--- src/logic/ptc_pkg.sv ---
/*
 * Shared constants and types of the top-level control register block.
 * Assumes a single 20 MHz system clock and an I2C register port.
 */
package ptc_pkg;

    // ------------------------------------------------------------
    // Register map
    // ------------------------------------------------------------
    localparam logic [7:0] ADDR_CTL2     = 8'h0B;
    localparam logic [7:0] ADDR_CTL3     = 8'h0C;
    localparam logic [7:0] CTL2_RESET    = 8'hCE;
    localparam logic [7:0] CTL3_RESET    = 8'h01;
    localparam logic [7:0] READ_UNMAPPED = 8'h00;

    // ------------------------------------------------------------
    // Field positions
    // ------------------------------------------------------------
    localparam int LOCK_HI     = 7;
    localparam int LOCK_LO     = 6;
    localparam int TERM_BIT    = 5;
    localparam int SHUTDOWN_TEMPERATURE_HI    = 4;
    localparam int SHUTDOWN_TEMPERATURE_LO    = 2;
    localparam int WARN_HI     = 1;
    localparam int WARN_LO     = 0;
    localparam int RSVD_HI     = 7;
    localparam int RSVD_LO     = 5;
    localparam int MODE_HI_BIT = 4;
    localparam int MODE_LO_BIT = 3;
    localparam int SRST_BIT    = 2;
    localparam int GLT_HI      = 1;
    localparam int GLT_LO      = 0;

    // ------------------------------------------------------------
    // Serial port and timing
    // ------------------------------------------------------------
    // Slave address value is arbitrary
    localparam logic [6:0] DEV_ADDR      = 7'h2A;
    localparam logic [3:0] BITS_PER_BYTE = 4'h8;
    localparam int unsigned SYS_CLK_HZ      = 20_000_000;
    localparam int unsigned REG_OFF_TIME_US = 1000;
    localparam int unsigned REG_OFF_CYCLES  =
        REG_OFF_TIME_US * (SYS_CLK_HZ / 1_000_000);
    localparam int OFF_CNT_W = 16;

    typedef enum logic [3:0] {
        I2C_IDLE  = 4'h0,
        I2C_ADDR  = 4'h1,
        I2C_ACK_A = 4'h2,
        I2C_PTR   = 4'h3,
        I2C_ACK_P = 4'h4,
        I2C_WDAT  = 4'h5,
        I2C_ACK_W = 4'h6,
        I2C_RDAT  = 4'h7,
        I2C_RACK  = 4'h8
    } ptc_i2c_state_t;

    typedef enum logic [1:0] {
        SEQ_IDLE    = 2'h0,
        SEQ_OFF     = 2'h1,
        SEQ_RESTART = 2'h2
    } ptc_seq_state_t;

endpackage

--- src/logic/ptc_cycle_seq.sv ---
/*
 * Regulator power cycle sequencer: off for a fixed time, then restart.
 * Assumes start_i is a one-cycle pulse on sys_clk_i.
 */
`timescale 1ns/1ns
module ptc_cycle_seq import ptc_pkg::*; #(
    parameter int unsigned OFF_CYCLES = REG_OFF_CYCLES
) (
    // Clock and reset
    input  wire logic sys_clk_i,
    input  wire logic rst_i,
    // Request
    input  wire logic start_i,
    // Status
    output logic      busy_o,
    output logic      regs_off_o,
    output logic      restart_o
);

    ptc_seq_state_t         state;
    ptc_seq_state_t         next_state;
    logic [OFF_CNT_W-1:0]   cnt;
    logic [OFF_CNT_W-1:0]   next_cnt;

    always_comb begin
        next_state = state;
        next_cnt   = cnt;
        // A new request restarts the off period from the beginning
        if (start_i) begin
            next_state = SEQ_OFF;
            next_cnt   = OFF_CNT_W'(OFF_CYCLES - 1);
        end else begin
            unique case (state)
                SEQ_IDLE: begin
                end
                SEQ_OFF: begin
                    if (cnt == '0) begin
                        next_state = SEQ_RESTART;
                    end else begin
                        next_cnt = cnt - 1'b1;
                    end
                end
                SEQ_RESTART: begin
                    next_state = SEQ_IDLE;
                end
                default: begin
                    next_state = SEQ_IDLE;
                end
            endcase
        end
    end

    always_ff @(posedge sys_clk_i or posedge rst_i) begin
        if (rst_i) begin
            state      <= SEQ_IDLE;
            cnt        <= '0;
            busy_o     <= 1'b0;
            regs_off_o <= 1'b0;
            restart_o  <= 1'b0;
        end else begin
            state      <= next_state;
            cnt        <= next_cnt;
            busy_o     <= (next_state != SEQ_IDLE);
            regs_off_o <= (next_state == SEQ_OFF);
            restart_o  <= (next_state == SEQ_RESTART);
        end
    end

endmodule

--- src/logic/ptc_i2c_slave.sv ---
/*
 * I2C slave with a register pointer: write pointer, then data bytes;
 * reads return the addressed register with auto increment.
 * Assumes SCL and SDA arrive asynchronously, SCL well below 5 MHz.
 */
`timescale 1ns/1ns
module ptc_i2c_slave import ptc_pkg::*; (
    // Clock and reset
    input  wire logic       sys_clk_i,
    input  wire logic       rst_i,
    // Serial pins
    input  wire logic       scl_i,
    input  wire logic       sda_i,
    output logic            sda_o,
    output logic            sda_oe_o,
    // Register access
    output logic            wr_o,
    output logic [7:0]      addr_o,
    output logic [7:0]      wr_data_o,
    input  wire logic [7:0] rd_data_i
);

    // ------------------------------------------------------------
    // Pin synchronisers, bit 0 is SCL, bit 1 is SDA
    // ------------------------------------------------------------
    logic [1:0] s1, s2, s3, filt, prev, next_filt;

    always_comb begin
        next_filt = ((s2 ~^ s3) & s3) | ((s2 ^ s3) & filt);
    end

    always_ff @(posedge sys_clk_i or posedge rst_i) begin
        if (rst_i) begin
            s1   <= 2'h3;
            s2   <= 2'h3;
            s3   <= 2'h3;
            filt <= 2'h3;
            prev <= 2'h3;
        end else begin
            s1   <= {sda_i, scl_i};
            s2   <= s1;
            s3   <= s2;
            filt <= next_filt;
            prev <= filt;
        end
    end

    logic rise, fall, start_c, stop_c, sda;
    assign sda     = filt[1];
    assign rise    = filt[0] & ~prev[0];
    assign fall    = ~filt[0] & prev[0];
    assign start_c = filt[0] & prev[0] & prev[1] & ~filt[1];
    assign stop_c  = filt[0] & prev[0] & ~prev[1] & filt[1];

    // ------------------------------------------------------------
    // Byte engine
    // ------------------------------------------------------------
    ptc_i2c_state_t st, next_st;
    logic [3:0] cnt, next_cnt;
    logic [7:0] sh, next_sh, next_ptr;
    logic       rw, next_rw, more, next_more, next_oe, next_wr;

    always_comb begin
        next_st   = st;
        next_cnt  = cnt;
        next_sh   = sh;
        next_ptr  = addr_o;
        next_rw   = rw;
        next_more = more;
        next_oe   = sda_oe_o;
        next_wr   = 1'b0;
        if (stop_c) begin
            next_st = I2C_IDLE;
            next_oe = 1'b0;
        end else if (start_c) begin
            next_st  = I2C_ADDR;
            next_cnt = '0;
            next_oe  = 1'b0;
        end else if (rise) begin
            if (st == I2C_ADDR || st == I2C_PTR || st == I2C_WDAT) begin
                next_sh  = {sh[6:0], sda};
                next_cnt = cnt + 1'b1;
            end else if (st == I2C_RDAT) begin
                next_cnt = cnt + 1'b1;
            end else if (st == I2C_RACK) begin
                // Master acknowledge asks for the next register
                next_more = ~sda;
                if (!sda) begin
                    next_ptr = addr_o + 1'b1;
                end
            end
        end else if (fall) begin
            unique case (st)
                I2C_IDLE: begin
                end
                I2C_ADDR: begin
                    if (cnt == BITS_PER_BYTE) begin
                        if (sh[7:1] == DEV_ADDR) begin
                            next_oe = 1'b1;
                            next_rw = sh[0];
                            next_st = I2C_ACK_A;
                        end else begin
                            next_st = I2C_IDLE;
                        end
                    end
                end
                I2C_ACK_A: begin
                    next_cnt = '0;
                    if (rw) begin
                        next_sh = rd_data_i;
                        next_oe = ~rd_data_i[7];
                        next_st = I2C_RDAT;
                    end else begin
                        next_oe = 1'b0;
                        next_st = I2C_PTR;
                    end
                end
                I2C_PTR: begin
                    if (cnt == BITS_PER_BYTE) begin
                        next_ptr = sh;
                        next_oe  = 1'b1;
                        next_st  = I2C_ACK_P;
                    end
                end
                I2C_ACK_P, I2C_ACK_W: begin
                    next_oe  = 1'b0;
                    next_cnt = '0;
                    next_st  = I2C_WDAT;
                    if (st == I2C_ACK_W) begin
                        next_ptr = addr_o + 1'b1;
                    end
                end
                I2C_WDAT: begin
                    if (cnt == BITS_PER_BYTE) begin
                        next_wr = 1'b1;
                        next_oe = 1'b1;
                        next_st = I2C_ACK_W;
                    end
                end
                I2C_RDAT: begin
                    if (cnt == BITS_PER_BYTE) begin
                        next_oe = 1'b0;
                        next_st = I2C_RACK;
                    end else begin
                        next_sh = {sh[6:0], 1'b0};
                        next_oe = ~sh[6];
                    end
                end
                I2C_RACK: begin
                    next_cnt = '0;
                    if (more) begin
                        next_sh = rd_data_i;
                        next_oe = ~rd_data_i[7];
                        next_st = I2C_RDAT;
                    end else begin
                        next_st = I2C_IDLE;
                    end
                end
                default: begin
                    next_st = I2C_IDLE;
                    next_oe = 1'b0;
                end
            endcase
        end
    end

    always_ff @(posedge sys_clk_i or posedge rst_i) begin
        if (rst_i) begin
            st        <= I2C_IDLE;
            cnt       <= '0;
            sh        <= '0;
            addr_o    <= '0;
            rw        <= 1'b0;
            more      <= 1'b0;
            sda_oe_o  <= 1'b0;
            sda_o     <= 1'b0;
            wr_o      <= 1'b0;
            wr_data_o <= '0;
        end else begin
            st        <= next_st;
            cnt       <= next_cnt;
            sh        <= next_sh;
            addr_o    <= next_ptr;
            rw        <= next_rw;
            more      <= next_more;
            sda_oe_o  <= next_oe;
            sda_o     <= 1'b0;
            wr_o      <= next_wr;
            wr_data_o <= sh;
        end
    end

endmodule

--- src/logic/ptc_top.sv ---
/*
 * Top-level control registers two and three of a power management chip:
 * thermal and charge configuration, operating mode, software reset.
 * Assumes the mode pins and I2C pins are asynchronous, and the pin mode
 * select enable comes from logic on sys_clk_i.
 */
// Summary of operation
// RQ1: Bit 5 of control two disables charge termination, reset value 0.
// RQ2: Non-terminating charge mode holds the fast charge timer in reset.
// RQ3: Bits 4:2 of control two: shutdown threshold code, reset 011.
// RQ4: Bits 1:0 of control two: die warning threshold code, reset 10.
// RQ5: Control three is read/write; bits 7:5 reserved, reset 0.
// RQ6: Mode comes from register bits or mode pins, per pin select enable.
// RQ7: Pin select off: register bits 4 and 3 give modes 0 to 3.
// RQ8: Writing 1 to reset bit 2 restores all other bits to defaults.
// RQ9: That write also turns regulators off and restarts them.
// RQ10: Reset bit clears itself once the reset has been acted on.
// RQ11: Control two sits at 0Bh; bits 7:6 lockout threshold, reset 11.
// RQ12: Reset bit reads 0 when idle; writing 0 to it does nothing.
`timescale 1ns/1ns
module ptc_top import ptc_pkg::*; #(
    parameter int unsigned OFF_CYCLES = REG_OFF_CYCLES
) (
    // Clock and reset
    input  wire logic       sys_clk_i,
    input  wire logic       rst_i,
    // I2C pins
    input  wire logic       scl_i,
    input  wire logic       sda_i,
    output logic            sda_o,
    output logic            sda_oe_o,
    // Mode selection
    input  wire logic       pin_mode_select_enable_i,
    input  wire logic       mode_pin_hi_i,
    input  wire logic       mode_pin_lo_i,
    output logic [1:0]      op_mode_o,
    // Charger and thermal settings
    output logic            charge_termination_disable_o,
    output logic            charge_timer_reset_o,
    output logic [2:0]      thermal_shutdown_threshold_o,
    output logic [1:0]      die_temp_warning_o,
    output logic [1:0]      supply_lockout_threshold_o,
    output logic [1:0]      glitch_timer_sel_o,
    // Regulator cycling
    output logic            regulators_off_o,
    output logic            regulators_restart_o
);

    // ------------------------------------------------------------
    // Register port
    // ------------------------------------------------------------
    logic       wr;
    logic [7:0] addr;
    logic [7:0] wr_data;
    logic [7:0] rd_data;

    ptc_i2c_slave u_i2c (
        .sys_clk_i (sys_clk_i),
        .rst_i     (rst_i),
        .scl_i     (scl_i),
        .sda_i     (sda_i),
        .sda_o     (sda_o),
        .sda_oe_o  (sda_oe_o),
        .wr_o      (wr),
        .addr_o    (addr),
        .wr_data_o (wr_data),
        .rd_data_i (rd_data)
    );

    // ------------------------------------------------------------
    // Register storage
    // ------------------------------------------------------------
    logic [7:0] top_control_two, next_ctl2;
    logic [7:0] top_control_three, next_ctl3;
    logic       soft_reset_bit;
    logic       srst_start;
    logic       seq_busy;

    assign soft_reset_bit = wr && addr == ADDR_CTL3 && wr_data[SRST_BIT];

    always_comb begin
        next_ctl2  = top_control_two;
        next_ctl3  = top_control_three;
        srst_start = 1'b0;
        if (soft_reset_bit) begin
            // Software reset overrides the rest of the written byte
            next_ctl2  = CTL2_RESET; // RQ8
            next_ctl3  = CTL3_RESET; // RQ8
            srst_start = 1'b1; // RQ9
        end else if (wr && addr == ADDR_CTL2) begin
            next_ctl2 = wr_data; // RQ1 RQ3 RQ4 RQ11
        end else if (wr && addr == ADDR_CTL3) begin
            // Reset bit is never stored, so a 0 write is a no-op
            next_ctl3 = wr_data; // RQ5 RQ7 RQ12
            next_ctl3[SRST_BIT] = 1'b0; // RQ12
        end
    end

    always_ff @(posedge sys_clk_i or posedge rst_i) begin
        if (rst_i) begin
            top_control_two   <= CTL2_RESET;
            top_control_three <= CTL3_RESET;
        end else begin
            top_control_two   <= next_ctl2;
            top_control_three <= next_ctl3;
        end
    end

    // ------------------------------------------------------------
    // Read path
    // ------------------------------------------------------------
    always_comb begin
        rd_data = READ_UNMAPPED;
        if (addr == ADDR_CTL2) begin
            rd_data = top_control_two; // RQ11
        end else if (addr == ADDR_CTL3) begin
            rd_data = top_control_three;
            rd_data[SRST_BIT] = seq_busy; // RQ10 RQ12
        end
    end

    // ------------------------------------------------------------
    // Regulator cycling
    // ------------------------------------------------------------
    ptc_cycle_seq #(
        .OFF_CYCLES (OFF_CYCLES)
    ) u_seq (
        .sys_clk_i  (sys_clk_i),
        .rst_i      (rst_i),
        .start_i    (srst_start),
        .busy_o     (seq_busy),
        .regs_off_o (regulators_off_o),
        .restart_o  (regulators_restart_o)
    );

    // ------------------------------------------------------------
    // Mode pins and mode selection
    // ------------------------------------------------------------
    logic [1:0] mp1, mp2, mp3, mode_pins, next_mode_pins;
    logic [1:0] next_mode;

    always_comb begin
        // A pin level counts only once the second and third stages agree
        next_mode_pins = ((mp2 ~^ mp3) & mp3) | ((mp2 ^ mp3) & mode_pins);
        if (pin_mode_select_enable_i) begin
            next_mode = mode_pins; // RQ6
        end else begin
            next_mode = {top_control_three[MODE_HI_BIT],
                         top_control_three[MODE_LO_BIT]}; // RQ7
        end
    end

    always_ff @(posedge sys_clk_i or posedge rst_i) begin
        if (rst_i) begin
            mp1       <= 2'h0;
            mp2       <= 2'h0;
            mp3       <= 2'h0;
            mode_pins <= 2'h0;
            op_mode_o <= 2'h0;
        end else begin
            mp1       <= {mode_pin_hi_i, mode_pin_lo_i};
            mp2       <= mp1;
            mp3       <= mp2;
            mode_pins <= next_mode_pins;
            op_mode_o <= next_mode;
        end
    end

    // ------------------------------------------------------------
    // Field outputs
    // ------------------------------------------------------------
    assign charge_termination_disable_o = top_control_two[TERM_BIT]; // RQ1
    // Timer stays held for as long as termination is disabled
    assign charge_timer_reset_o = top_control_two[TERM_BIT]; // RQ2
    assign thermal_shutdown_threshold_o =
        top_control_two[SHUTDOWN_TEMPERATURE_HI:SHUTDOWN_TEMPERATURE_LO]; // RQ3
    assign die_temp_warning_o = top_control_two[WARN_HI:WARN_LO]; // RQ4
    assign supply_lockout_threshold_o =
        top_control_two[LOCK_HI:LOCK_LO]; // RQ11
    assign glitch_timer_sel_o = top_control_three[GLT_HI:GLT_LO]; // RQ5

    // Helper: length of the running off period, restarted by a new request
    logic [OFF_CNT_W-1:0] off_run;
    logic [OFF_CNT_W-1:0] next_off_run;

    always_comb begin
        next_off_run = '0;
        if (regulators_off_o && !srst_start) begin
            next_off_run = off_run + 1'b1;
        end
    end

    always_ff @(posedge sys_clk_i or posedge rst_i) begin
        if (rst_i) begin
            off_run <= '0;
        end else begin
            off_run <= next_off_run;
        end
    end
endmodule

--- config.mk ---
export PLATFORM = sky130hd
export DESIGN_NAME = ptc_top
export DESIGN_NICKNAME = d
export VERILOG_FILES = /design/src/logic/ptc_pkg.sv /design/src/logic/ptc_cycle_seq.sv /design/src/logic/ptc_i2c_slave.sv /design/src/logic/ptc_top.sv
export SDC_FILE = /design/constraint.sdc
export NUM_CORES = 1
export LEC_CHECK = 0
export CAP_MARGIN = 15
export CORE_MARGIN = 3
export CORE_UTILIZATION = 66
export CTS_BUF_LIST = sky130_fd_sc_hd__clkbuf_4
export DETAILED_ROUTE_END_ITERATION = 7
export DONT_BUFFER_PORTS = 1
export PLACE_DENSITY = 0.82
export RECOVER_POWER = 50
export SLEW_MARGIN = 20
export SYNTH_ARGS = -nofsm -noshare
export SYNTH_HDL_FRONTEND = slang
export SYNTH_HIERARCHICAL = 1
export SYNTH_SLANG_ARGS = --single-unit
--- constraint.sdc ---
create_clock -name sys_clk_i -period 2.84 [get_ports sys_clk_i]
set_input_delay 0.568 -clock sys_clk_i [delete_from_list [all_inputs] [get_ports sys_clk_i]]
set_output_delay 0.568 -clock sys_clk_i [all_outputs]
set_load 0.01 [all_outputs]
Yosys cells after proc, flatten, opt, wreduce, memory -nomap -nowiden
Index checks and enable logic that the tools add are counted.
{"block": "op_classes", "add_sub_neg": 3, "n_eq_ne": 37, "muxes": 66, "n_bitwise": 28, "reduce_logical": 30}
{"op": "two-way mux 8 bit", "count": 21}
{"op": "two-way mux 4 bit", "count": 14}
{"op": "two-way mux 16 bit", "count": 3}
{"op": "case mux 4 bit (8 select lines)", "count": 1}
{"op": "case mux 8 bit (3 select lines)", "count": 1}
{"op": "AND reduction 7 bit", "count": 3}
{"op": "inequality test 4 x 2 -> 1 bit (second input constant)", "count": 5}
{"op": "two-way mux 1 bit", "count": 17}
{"op": "equality test 4 x 3 -> 1 bit (second input constant)", "count": 4}
{"op": "equality test 8 x 4 -> 1 bit (second input constant)", "count": 2}
{"op": "zero test 16 bit", "count": 1}
{"op": "case mux 8 bit (2 select lines)", "count": 1}
{"op": "subtractor 16 x 1 -> 16 bit (second input constant)", "count": 1}
{"op": "inequality test 2 bit (second input constant)", "count": 7}
{"op": "inequality test 3 x 1 -> 1 bit (second input constant)", "count": 4}
{"op": "nonzero test 3 bit", "count": 4}
{"op": "inverter 1 bit", "count": 11}
{"op": "AND reduction 10 bit", "count": 1}
{"op": "nonzero test 2 bit", "count": 5}
{"op": "adder 8 x 1 -> 8 bit (second input constant)", "count": 1}
{"op": "AND 2 bit", "count": 4}
{"op": "equality test 4 x 2 -> 1 bit (second input constant)", "count": 2}
{"op": "equality test 4 bit (second input constant)", "count": 2}
{"op": "two-way mux 2 bit", "count": 4}
{"op": "27 further kinds", "count": 45}
{"block": "word_totals", "register_bits": 93, "in_bits": 7, "out_inout_bits": 17, "word_cells": 190}

Longest topological paths before layout
Gate-level depths: netlist (run 1).
{"block": "depth", "depth_word": 10, "ltp_mapped": 8, "ltp_nobuf": 7}

Hierarchy
Netlist (run 1), hierarchy kept.
{"mod": "ptc_i2c_slave", "n_inst": 1, "cells_per_inst": 244, "area_each_um2": 2538.7, "seq_area_each_um2": 1163.6}
{"mod": "ptc_top", "n_inst": 1, "cells_per_inst": 90, "area_each_um2": 1134.8, "seq_area_each_um2": 633.1}
{"mod": "ptc_cycle_seq", "n_inst": 1, "cells_per_inst": 105, "area_each_um2": 1084.8, "seq_area_each_um2": 525.5}

Worst setup path before layout (run 1)
Ideal clock, no wire load.
{"block": "synth_path", "path_type": "reg-to-reg", "startpoint": "reg u_i2c.prev[0]", "endpoint": "reg u_i2c.cnt[3]", "setup_ns": 0.069, "arrival_time_ns": 2.005, "required_ns": 2.771, "slack_ns": 0.766, "stages_incl_launch_ff": 8, "n_path_buf": 0, "period_less_slack_ns": 2.074, "cell_sequence": "dfstp_2 inv_1 ha_1 or2_0 o32ai_1 a21oi_2 or4_1 nand3_1"}
{"block": "synth_between", "elab_chain_len": 5, "word_cells_on_any_way": 15, "cone_classes": "eq/ne (1); mux (2); bitwise (9); reduce/logical (3)"}
{"item": "start, declared", "line": "ptc_i2c_slave.sv:26", "text": "logic [1:0] s1, s2, s3, filt, prev, next_filt;"}
{"item": "start signal, assigned", "line": "ptc_i2c_slave.sv:44", "text": "prev <= filt;"}
{"item": "AND 1 bit", "line": "ptc_i2c_slave.sv:52, ptc_i2c_slave.sv:53"}
{"item": "AND 1 bit (on tied branches) (2 in series)", "line": "ptc_i2c_slave.sv:52, ptc_i2c_slave.sv:53"}
{"item": "inequality test 4 bit (no line) (tied with other cells)"}
{"item": "AND reduction 4 bit (no line)"}
{"item": "end signal, assigned", "line": "ptc_i2c_slave.sv:181", "text": "cnt <= next_cnt;"}
{"item": "end, declared", "line": "ptc_i2c_slave.sv:59", "text": "logic [3:0] cnt, next_cnt;"}
Parallel ways exist; a longest one is shown, timed or not.
A chain may end at the register's enable or synchronous reset.

Final worst setup path (run 1)
{"block": "layout_path", "startpoint": "reg u_i2c.filt[0]", "endpoint": "reg u_i2c.addr_o[2]"}
{"block": "layout_between", "elab_chain_len": 5, "word_cells_on_any_way": 20, "cone_classes": "eq/ne (6); mux (1); bitwise (10); reduce/logical (3)"}
{"item": "start, declared", "line": "ptc_i2c_slave.sv:26"}
{"item": "start signal, assigned", "line": "ptc_i2c_slave.sv:43", "text": "filt <= next_filt;"}
{"item": "AND 1 bit", "line": "ptc_i2c_slave.sv:52, ptc_i2c_slave.sv:53"}
{"item": "AND 1 bit (on tied branches) (2 in series)", "line": "ptc_i2c_slave.sv:52, ptc_i2c_slave.sv:53"}
{"item": "inverter 1 bit (no line)"}
{"item": "AND reduction 10 bit (no line)"}
{"item": "end signal, assigned", "line": "ptc_i2c_slave.sv:183", "text": "addr_o <= next_ptr;"}
{"item": "end, declared", "line": "ptc_i2c_slave.sv:18", "text": "output logic [7:0] addr_o,"}
Parallel ways exist; a longest one is shown, timed or not.

==> results of run 1 <==
==> layer usage <==
metal	up-vias	global-route usage
met5	-	0
met4	0	0.09171
met3	18	0.03333
met2	122	0.4101
met1	1768	0.3575
li1	1634	-
==> cell type report <==
type	count	share of cell area
inverters	15	0.01138
multi-input cells	311	0.4555
flip-flops and latches	92	0.4694
well taps	96	0.02428
clock inverters	7	0.01517
repair buffers	7	0.01062
clock buffers	9	0.01366
==> power by group <==
group	switching, W	internal, W	total (W)
sequential	0.000137	0.00140	0.00154
combinational	0.000275	0.000202	0.000476
clock	0.000514	0.000212	0.000726
==> metrics by stage <==
step	area (sq um)	utilization	setup slack (ns)	hold WS, ns	instances
finish	4947	0.7163	0.2697	0.1094	537
global route	4947	0.7163	0.07546	0.06803	537
CTS	4947	0.7163	0.3364	0.08432	537
detailed placement	4805	0.6957	0.3484	0.3464	521
global placement	4805	0.6957	0.4597	0.3325	521
floorplan	4758	-	0.7657	0.3312	439
==> worst min path at each step <==
stage                     startpoint  slack, ns            to
final                          rst_i       0.11  u_seq/cnt[2]
after global placement        mp1[1]       0.33        mp2[1]
after floorplan               mp1[0]       0.33        mp2[0]
after global routing           sda_i       0.07   u_i2c/s1[1]
after detailed placement      mp1[1]       0.35        mp2[1]
after CTS                      sda_i       0.08   u_i2c/s1[1]
==> kinds of logic (layout without fill, tap and decap cells) <==
| group | count (synthesis) | in the layout | share of synthesized area |
|---|---|---|---|
| fa+ha+maj | 12 | 12 | 0.03155 |
| buf+inv | 36 | 38 | 0.03839 |
| compound gates | 108 | 108 | 0.1662 |
| other cells | 1 | 1 | 0.0007881 |
| mux | 30 | 30 | 0.06968 |
| flops | 92 | 92 | 0.4880 |
| xor+xnor | 2 | 2 | 0.003682 |
| simple gates | 158 | 158 | 0.2017 |
==> flip-flops by register name, indices dropped and copies added, names as in the netlist, 4 cells and up <==
register and count:
u_i2c/addr_o 8, u_i2c/st 4, top_control_three 7, u_i2c/wr_data_o 8
u_seq/cnt 16, u_i2c/cnt 4, top_control_two 8, u_i2c/sh 8
==> worst max-delay path, stage by stage (launching register included) <==
cell,delay (ns)
dfstp_1,0.62
ha_1,0.57
nand2b_1,0.17
nor4_1,0.27
o2bb2ai_1,0.29
or2_1,0.34
o22a_1,0.22
==> placed cells by master (no fill, tap or decap), types with 8 or more instances in the layout <==
cell type  Yosys  final
nand2b_1       9      9
nand2_1       18     18
nor2b_1       10     10
a21oi_1       15     15
dfrtp_1       76     76
o21ai_0       16     16
nor3_1        17     17
clkbuf_4       0      9
inv_1         15     15
a22oi_1        8      8
nor2_1        30     30
nand3_1       14     14
mux2_2        25     25
dfstp_2       16     13
o31ai_1       10     10
ha_1          12     12
==> results.yml, run 1 <==
sta:
  slew_viol_final: 47
  setup_viol: 0
  fin_crit_ns: 2.570
  layout_worst_path_cycle_share: 0.9050
  slew-limit-headroom: -0.1215
  fin_setup_tns_ns: 0
  fmax_mhz: 389.1
  clock_skew_ns: 0.02107
  worst_pin_slew_ns: 1.680
  hold_violations: 0
  rsz0062_at_grt: "no"
routing:
  drtAntennaViolNets: 0
  met2_wirelength_mm: 4.749
  drt_iter0_markers: 288
  finalWirelength_mm: 9.835
  drcViolationCount: 0
  met3_length_microns: 469
  drt-met1-wl_mm: 4.443
  vias: 3542
  wl_per_cell_microns: 18.31
  avgViaCountPerCell: 6.596
  firstDrtPassIters: 5
  top_layer_used: "met4"
cts:
  clock_sink_count: 92
  root_buffer: "clkbuf_4"
  hold_buffers: 0
  clock_path_buffers: 2
  cts-resized-gates: 0
  htreeDepth: 3
  cts_buffers: 9
  cts_setup_buffers: 0
  cts.clk_slew.worst_paths_ns: 0.18
  cts_tree: "yes"
  clock_latency_ns: 0.45
floorplanning:
  start_util: 0.6889
  design.core.area_sq_um: 6907
  row_count: 30
  die_width_microns: 90.91
  die_area_sq_um: 8265
  die_h_microns: 90.91
  num_io_pins: 24
yosys:
  postSynthCellCount: 439
  synth_common_cells: "76 x dfrtp_1, 30 x nor2_1, 25 x mux2_2, 18 x nand2_1, 17 x nor3_1"
  ys_async_sr_fraction: 1.000
  yosysMostFrequentCell: "dfrtp_1"
  yosysWarnings: 6
  yosysUniqueCellTypes: 77
  synth.largest_area_cell: "dfrtp_1"
  synth_nets: 458
  synth_area_sq_um: 4758
  synth-edff-count: 0
  synth_flop_cell: "dfrtp_1"
  ys_seq_area_frac: 0.4880
  synth.top_cell.area_share: 0.3997
  ys_seq_elements: 92
  synth.avg_cell_area_sq_um: 10.84
  synth_area_leaders: "dfrtp_1 40%, dfstp_2 8.8%, mux2_2 5.9%"
global_route:
  overflow: 0
  grt_usage: 0.2551
  grt_max_degree: 47
  antenna_found_initial: 0
  grt_pass1_vias: 3517
  grt_pass1_wl_mm: 17.17
power_and_ir_drop:
  p_total_w: 0.002744
  power_density_nw_per_um2: 554.7
  ir_drop_v: 0.0003862
  p_leak_nw: 2.219
place:
  io_buffers: 0
  place.gp.congestion: 0.8805
  hpwlAfterDp_mm: 6.854
critical_path:
  crit_fanout: 16
  worstSetupPathType: "reg2reg"
  timing.rr.end: "u_i2c/addr_o[2]"
  crit_path_end: "u_i2c/addr_o[2]"
  reg2reg_depth: 6
  r2r_slack_ns: 0.27
  start_kind: "register"
  cp-end-kind: "register"
  critPathArrivalTime_ns: 2.91
  cp-startpoint: "u_i2c/filt[0]"
  r2r_start: "u_i2c/filt[0]"
  critical_path_required_ns: 3.18
finish:
  n_fill_cell: 529
  syn2layout_area_growth_pct: 3.970
  diodes: 0
  fin_nets: 455
  seq_area_sq_um: 2322
  layout-drive-gt1-share: 0.1769
  multi_input_area_sq_um: 2253
job:
  cap_violations: 1
run_status:
  status: "finished with violations"
  violations: "capacitance limit, slew limit"
worst_hold_path:
  hp-class: "in2async"
Note: power is estimated with default switching activity, not from simulation.
==> inputs of run 2 (changes only) <==
- CORE_MARGIN: 3 -> 2
- SYNTH_HIERARCHICAL: 1 -> unset
==> results.yml, run 2 <==
floorplanning:
  die_width_microns: 87.31
  num_io_pins: 24
  die_h_microns: 87.31
  die_area_sq_um: 7623
  start_util: 0.6780
  row_count: 30
  design.core.area_sq_um: 6756
finish:
  layout-drive-gt1-share: 0.1190
  mostFrequentLayoutCell: "dfrtp_1"
  syn2layout_area_growth_pct: 3.387
  fin_nets: 476
  stdcell_count: 542
  design_area_sq_um: 4736
  diodes: 0
  regMostFlops: "u_seq.cnt"
  most-common-layout-cells: "76 x dfrtp_1, 62 x nand2_1, 39 x nor2_1"
  largest_reg_flops: 16
  n_fill_cell: 523
yosys:
  ys_seq_area_frac: 0.5070
  ys_seq_elements: 92
  synth_area_sq_um: 4581
  synth_nets: 485
  yosysMostFrequentCell: "dfrtp_1"
  synth.largest_area_cell: "dfrtp_1"
  yosysWarnings: 0
  synth_flop_cell: "dfrtp_1"
  synth-edff-count: 0
  ys_async_sr_fraction: 1.000
  synth.top_cell.area_share: 0.4152
  synth.avg_cell_area_sq_um: 9.830
  synth_common_cells: "76 x dfrtp_1, 62 x nand2_1, 39 x nor2_1, 27 x o21ai_0"
  postSynthCellCount: 466
  synth_area_leaders: "dfrtp_1 42%, dfstp_2 9.2%, nand2_1 5.1%"
  yosysUniqueCellTypes: 59
critical_path:
  timing.rr.end: "u_i2c.cnt[0]"
  r2r_slack_ns: 0.42
  crit_chain: "inv_1 -> ha_1 -> or3b_2 -> o311ai_0 -> o211ai_1 -> mux2_2"
  start_kind: "register"
  slowest_delay_ns: 0.57
  path_buf_inv: 1
  reg2reg_depth: 6
  worstSetupPathType: "reg2reg"
  crit_fanout: 14
  r2r_start: "u_i2c.prev[0]"
  cp_top_family: "flip-flops"
  critPathSlowestCell: "dfstp_2"
  critPathArrivalTime_ns: 2.74
  cp-end-kind: "register"
  critical_path_required_ns: 3.16
cts:
  htreeDepth: 3
  root_buffer: "clkbuf_4"
  clock_path_buffers: 2
  cts-resized-gates: 0
  hold_buffers: 0
  cts_setup_buffers: 0
  clock_latency_ns: 0.44
  cts.clk_slew.worst_paths_ns: 0.15
  cts_buffers: 9
  cts_tree: "yes"
  clock_sink_count: 92
sta:
  hold_violations: 0
  layout_worst_path_cycle_share: 0.8532
  worst_pin_slew_ns: 1.390
  setup_viol: 0
  fin_crit_ns: 2.423
  slew_viol_final: 0
  fmax_mhz: 412.7
  fin_setup_tns_ns: 0
  rsz0062_at_grt: "no"
  slew-limit-headroom: 0.06826
  clock_skew_ns: 0.02370
routing:
  finalWirelength_mm: 9.209
  drcViolationCount: 0
  vias: 3408
  avgViaCountPerCell: 6.288
  drtAntennaViolNets: 0
  wl_per_cell_microns: 16.99
  drt_iter0_markers: 168
  firstDrtPassIters: 5
global_route:
  grt_usage: 0.2594
  overflow: 0
  grt_pass1_wl_mm: 15.47
  grt_max_degree: 35
  antenna_found_initial: 0
  grt_pass1_vias: 3216
power_and_ir_drop:
  p_leak_nw: 2.172
  ir_drop_v: 0.0003618
  comb_power_share: 0.151
  switching_share: 0.3254
  pwr-share-seq: 0.588
  power_frac_clock: 0.260
  p_sw_w: 0.0008553
  p_int_w: 0.001773
  power_density_nw_per_um2: 555.0
  p_total_w: 0.002628
worst_hold_path:
  hp-class: "in2reg"
  hold_start: "scl_i"
  hold-path-cell-count: 0
  hold_end: "u_i2c.s1[0]"
place:
  dp_cells: 526
  place.gp.congestion: 0.8531
  placed_area_sq_um: 4614
  hpwlAfterDp_mm: 6.587
  io_buffers: 0
run_status:
  status: "finished, final reports clean"
job:
  cap_violations: 0
## run 2: cell count changes in the layout (fill, tap and decap cells not counted), moves of 5 or more
cell | previous run | this run
a21oi_1 | 15 | 22
xnor2_1 | 1 | 11
or4_1 | 7 | 2
nand2_1 | 18 | 62
a22oi_1 | 8 | 1
a22o_1 | 4 | 9
o22a_1 | 6 | 1
o31ai_1 | 10 | 2
nor2_1 | 30 | 39
mux2_2 | 25 | 13
nor3_1 | 17 | 10
nand3_1 | 14 | 22
o21ai_0 | 16 | 27
## run 2: area by class of cell
cell class	instances	area, sq um	share of cell area
clock buffer	9	67.56	0.01427
tap	80	100.1	0.02114
sequential	92	2322	0.4904
multi-input combinational	329	2068	0.4367
inverter	18	68.82	0.01453
timing repair buffer	7	41.29	0.008719
clock inverter	7	67.56	0.01427
## run 2: worst register-to-register path, stage by stage (launching register included)
cell,delay [ns]
dfstp_2,0.57
inv_1,0.04
ha_1,0.33
or3b_2,0.52
o311ai_0,0.30
o211ai_1,0.23
mux2_2,0.32
## run 2: power groups by stage
stage	clock, W	sequential [W]	combinational, W
2_1_floorplan	0	0.00152	0.000337
3_3_place_gp	0	0.00156	0.000377
3_5_place_dp	0	0.00157	0.000403
6_report	0.000684	0.00155	0.000398
5_1_grt	0.000755	0.00157	0.000455
4_1_cts	0.000699	0.00155	0.000404
## run 2: worst max path at each step
stage / startpoint / to / slack, ns / cells past startpoint
2_1_floorplan: u_i2c.prev[0] / u_i2c.cnt[0] / 0.74 / 6
5_1_grt: u_i2c.prev[0] / u_i2c.cnt[0] / 0.28 / 6
3_5_place_dp: u_i2c.prev[0] / u_i2c.cnt[0] / 0.44 / 6
4_1_cts: u_i2c.prev[0] / u_i2c.cnt[0] / 0.41 / 6
6_report: u_i2c.prev[0] / u_i2c.cnt[0] / 0.42 / 6
3_3_place_gp: u_i2c.prev[0] / u_i2c.cnt[0] / 0.51 / 6
## run 2: through the flow
step,hold WS [ns],worst slack (ns),util
final,0.1184,0.4169,0.7009
after global routing,0.08502,0.2782,0.7009
after CTS,0.08027,0.4148,0.7030
after detailed placement,0.3426,0.4367,0.6830
after global placement,0.3347,0.5122,0.6830
after floorplan,0.3312,0.7388,-
## run 2: logic make-up after synthesis
| family | after synthesis | share of synthesized area |
|---|---|---|
| compound gates | 99 | 0.1445 |
| fa+ha+maj | 12 | 0.03278 |
| buf+inv | 45 | 0.04152 |
| xor+xnor | 15 | 0.02868 |
| mux | 19 | 0.04507 |
| other cells | 1 | 0.0008187 |
| flops | 92 | 0.5070 |
| simple gates | 183 | 0.1997 |
## run 2: routing by layer
layer	vias up	wire length (microns)	track usage
li1	1621	-	-
met1	1686	4173	0.3550
met2	84	4499	0.4215
met3	17	368	0.04171
met4	0	168	0.08951
met5	-	0	0
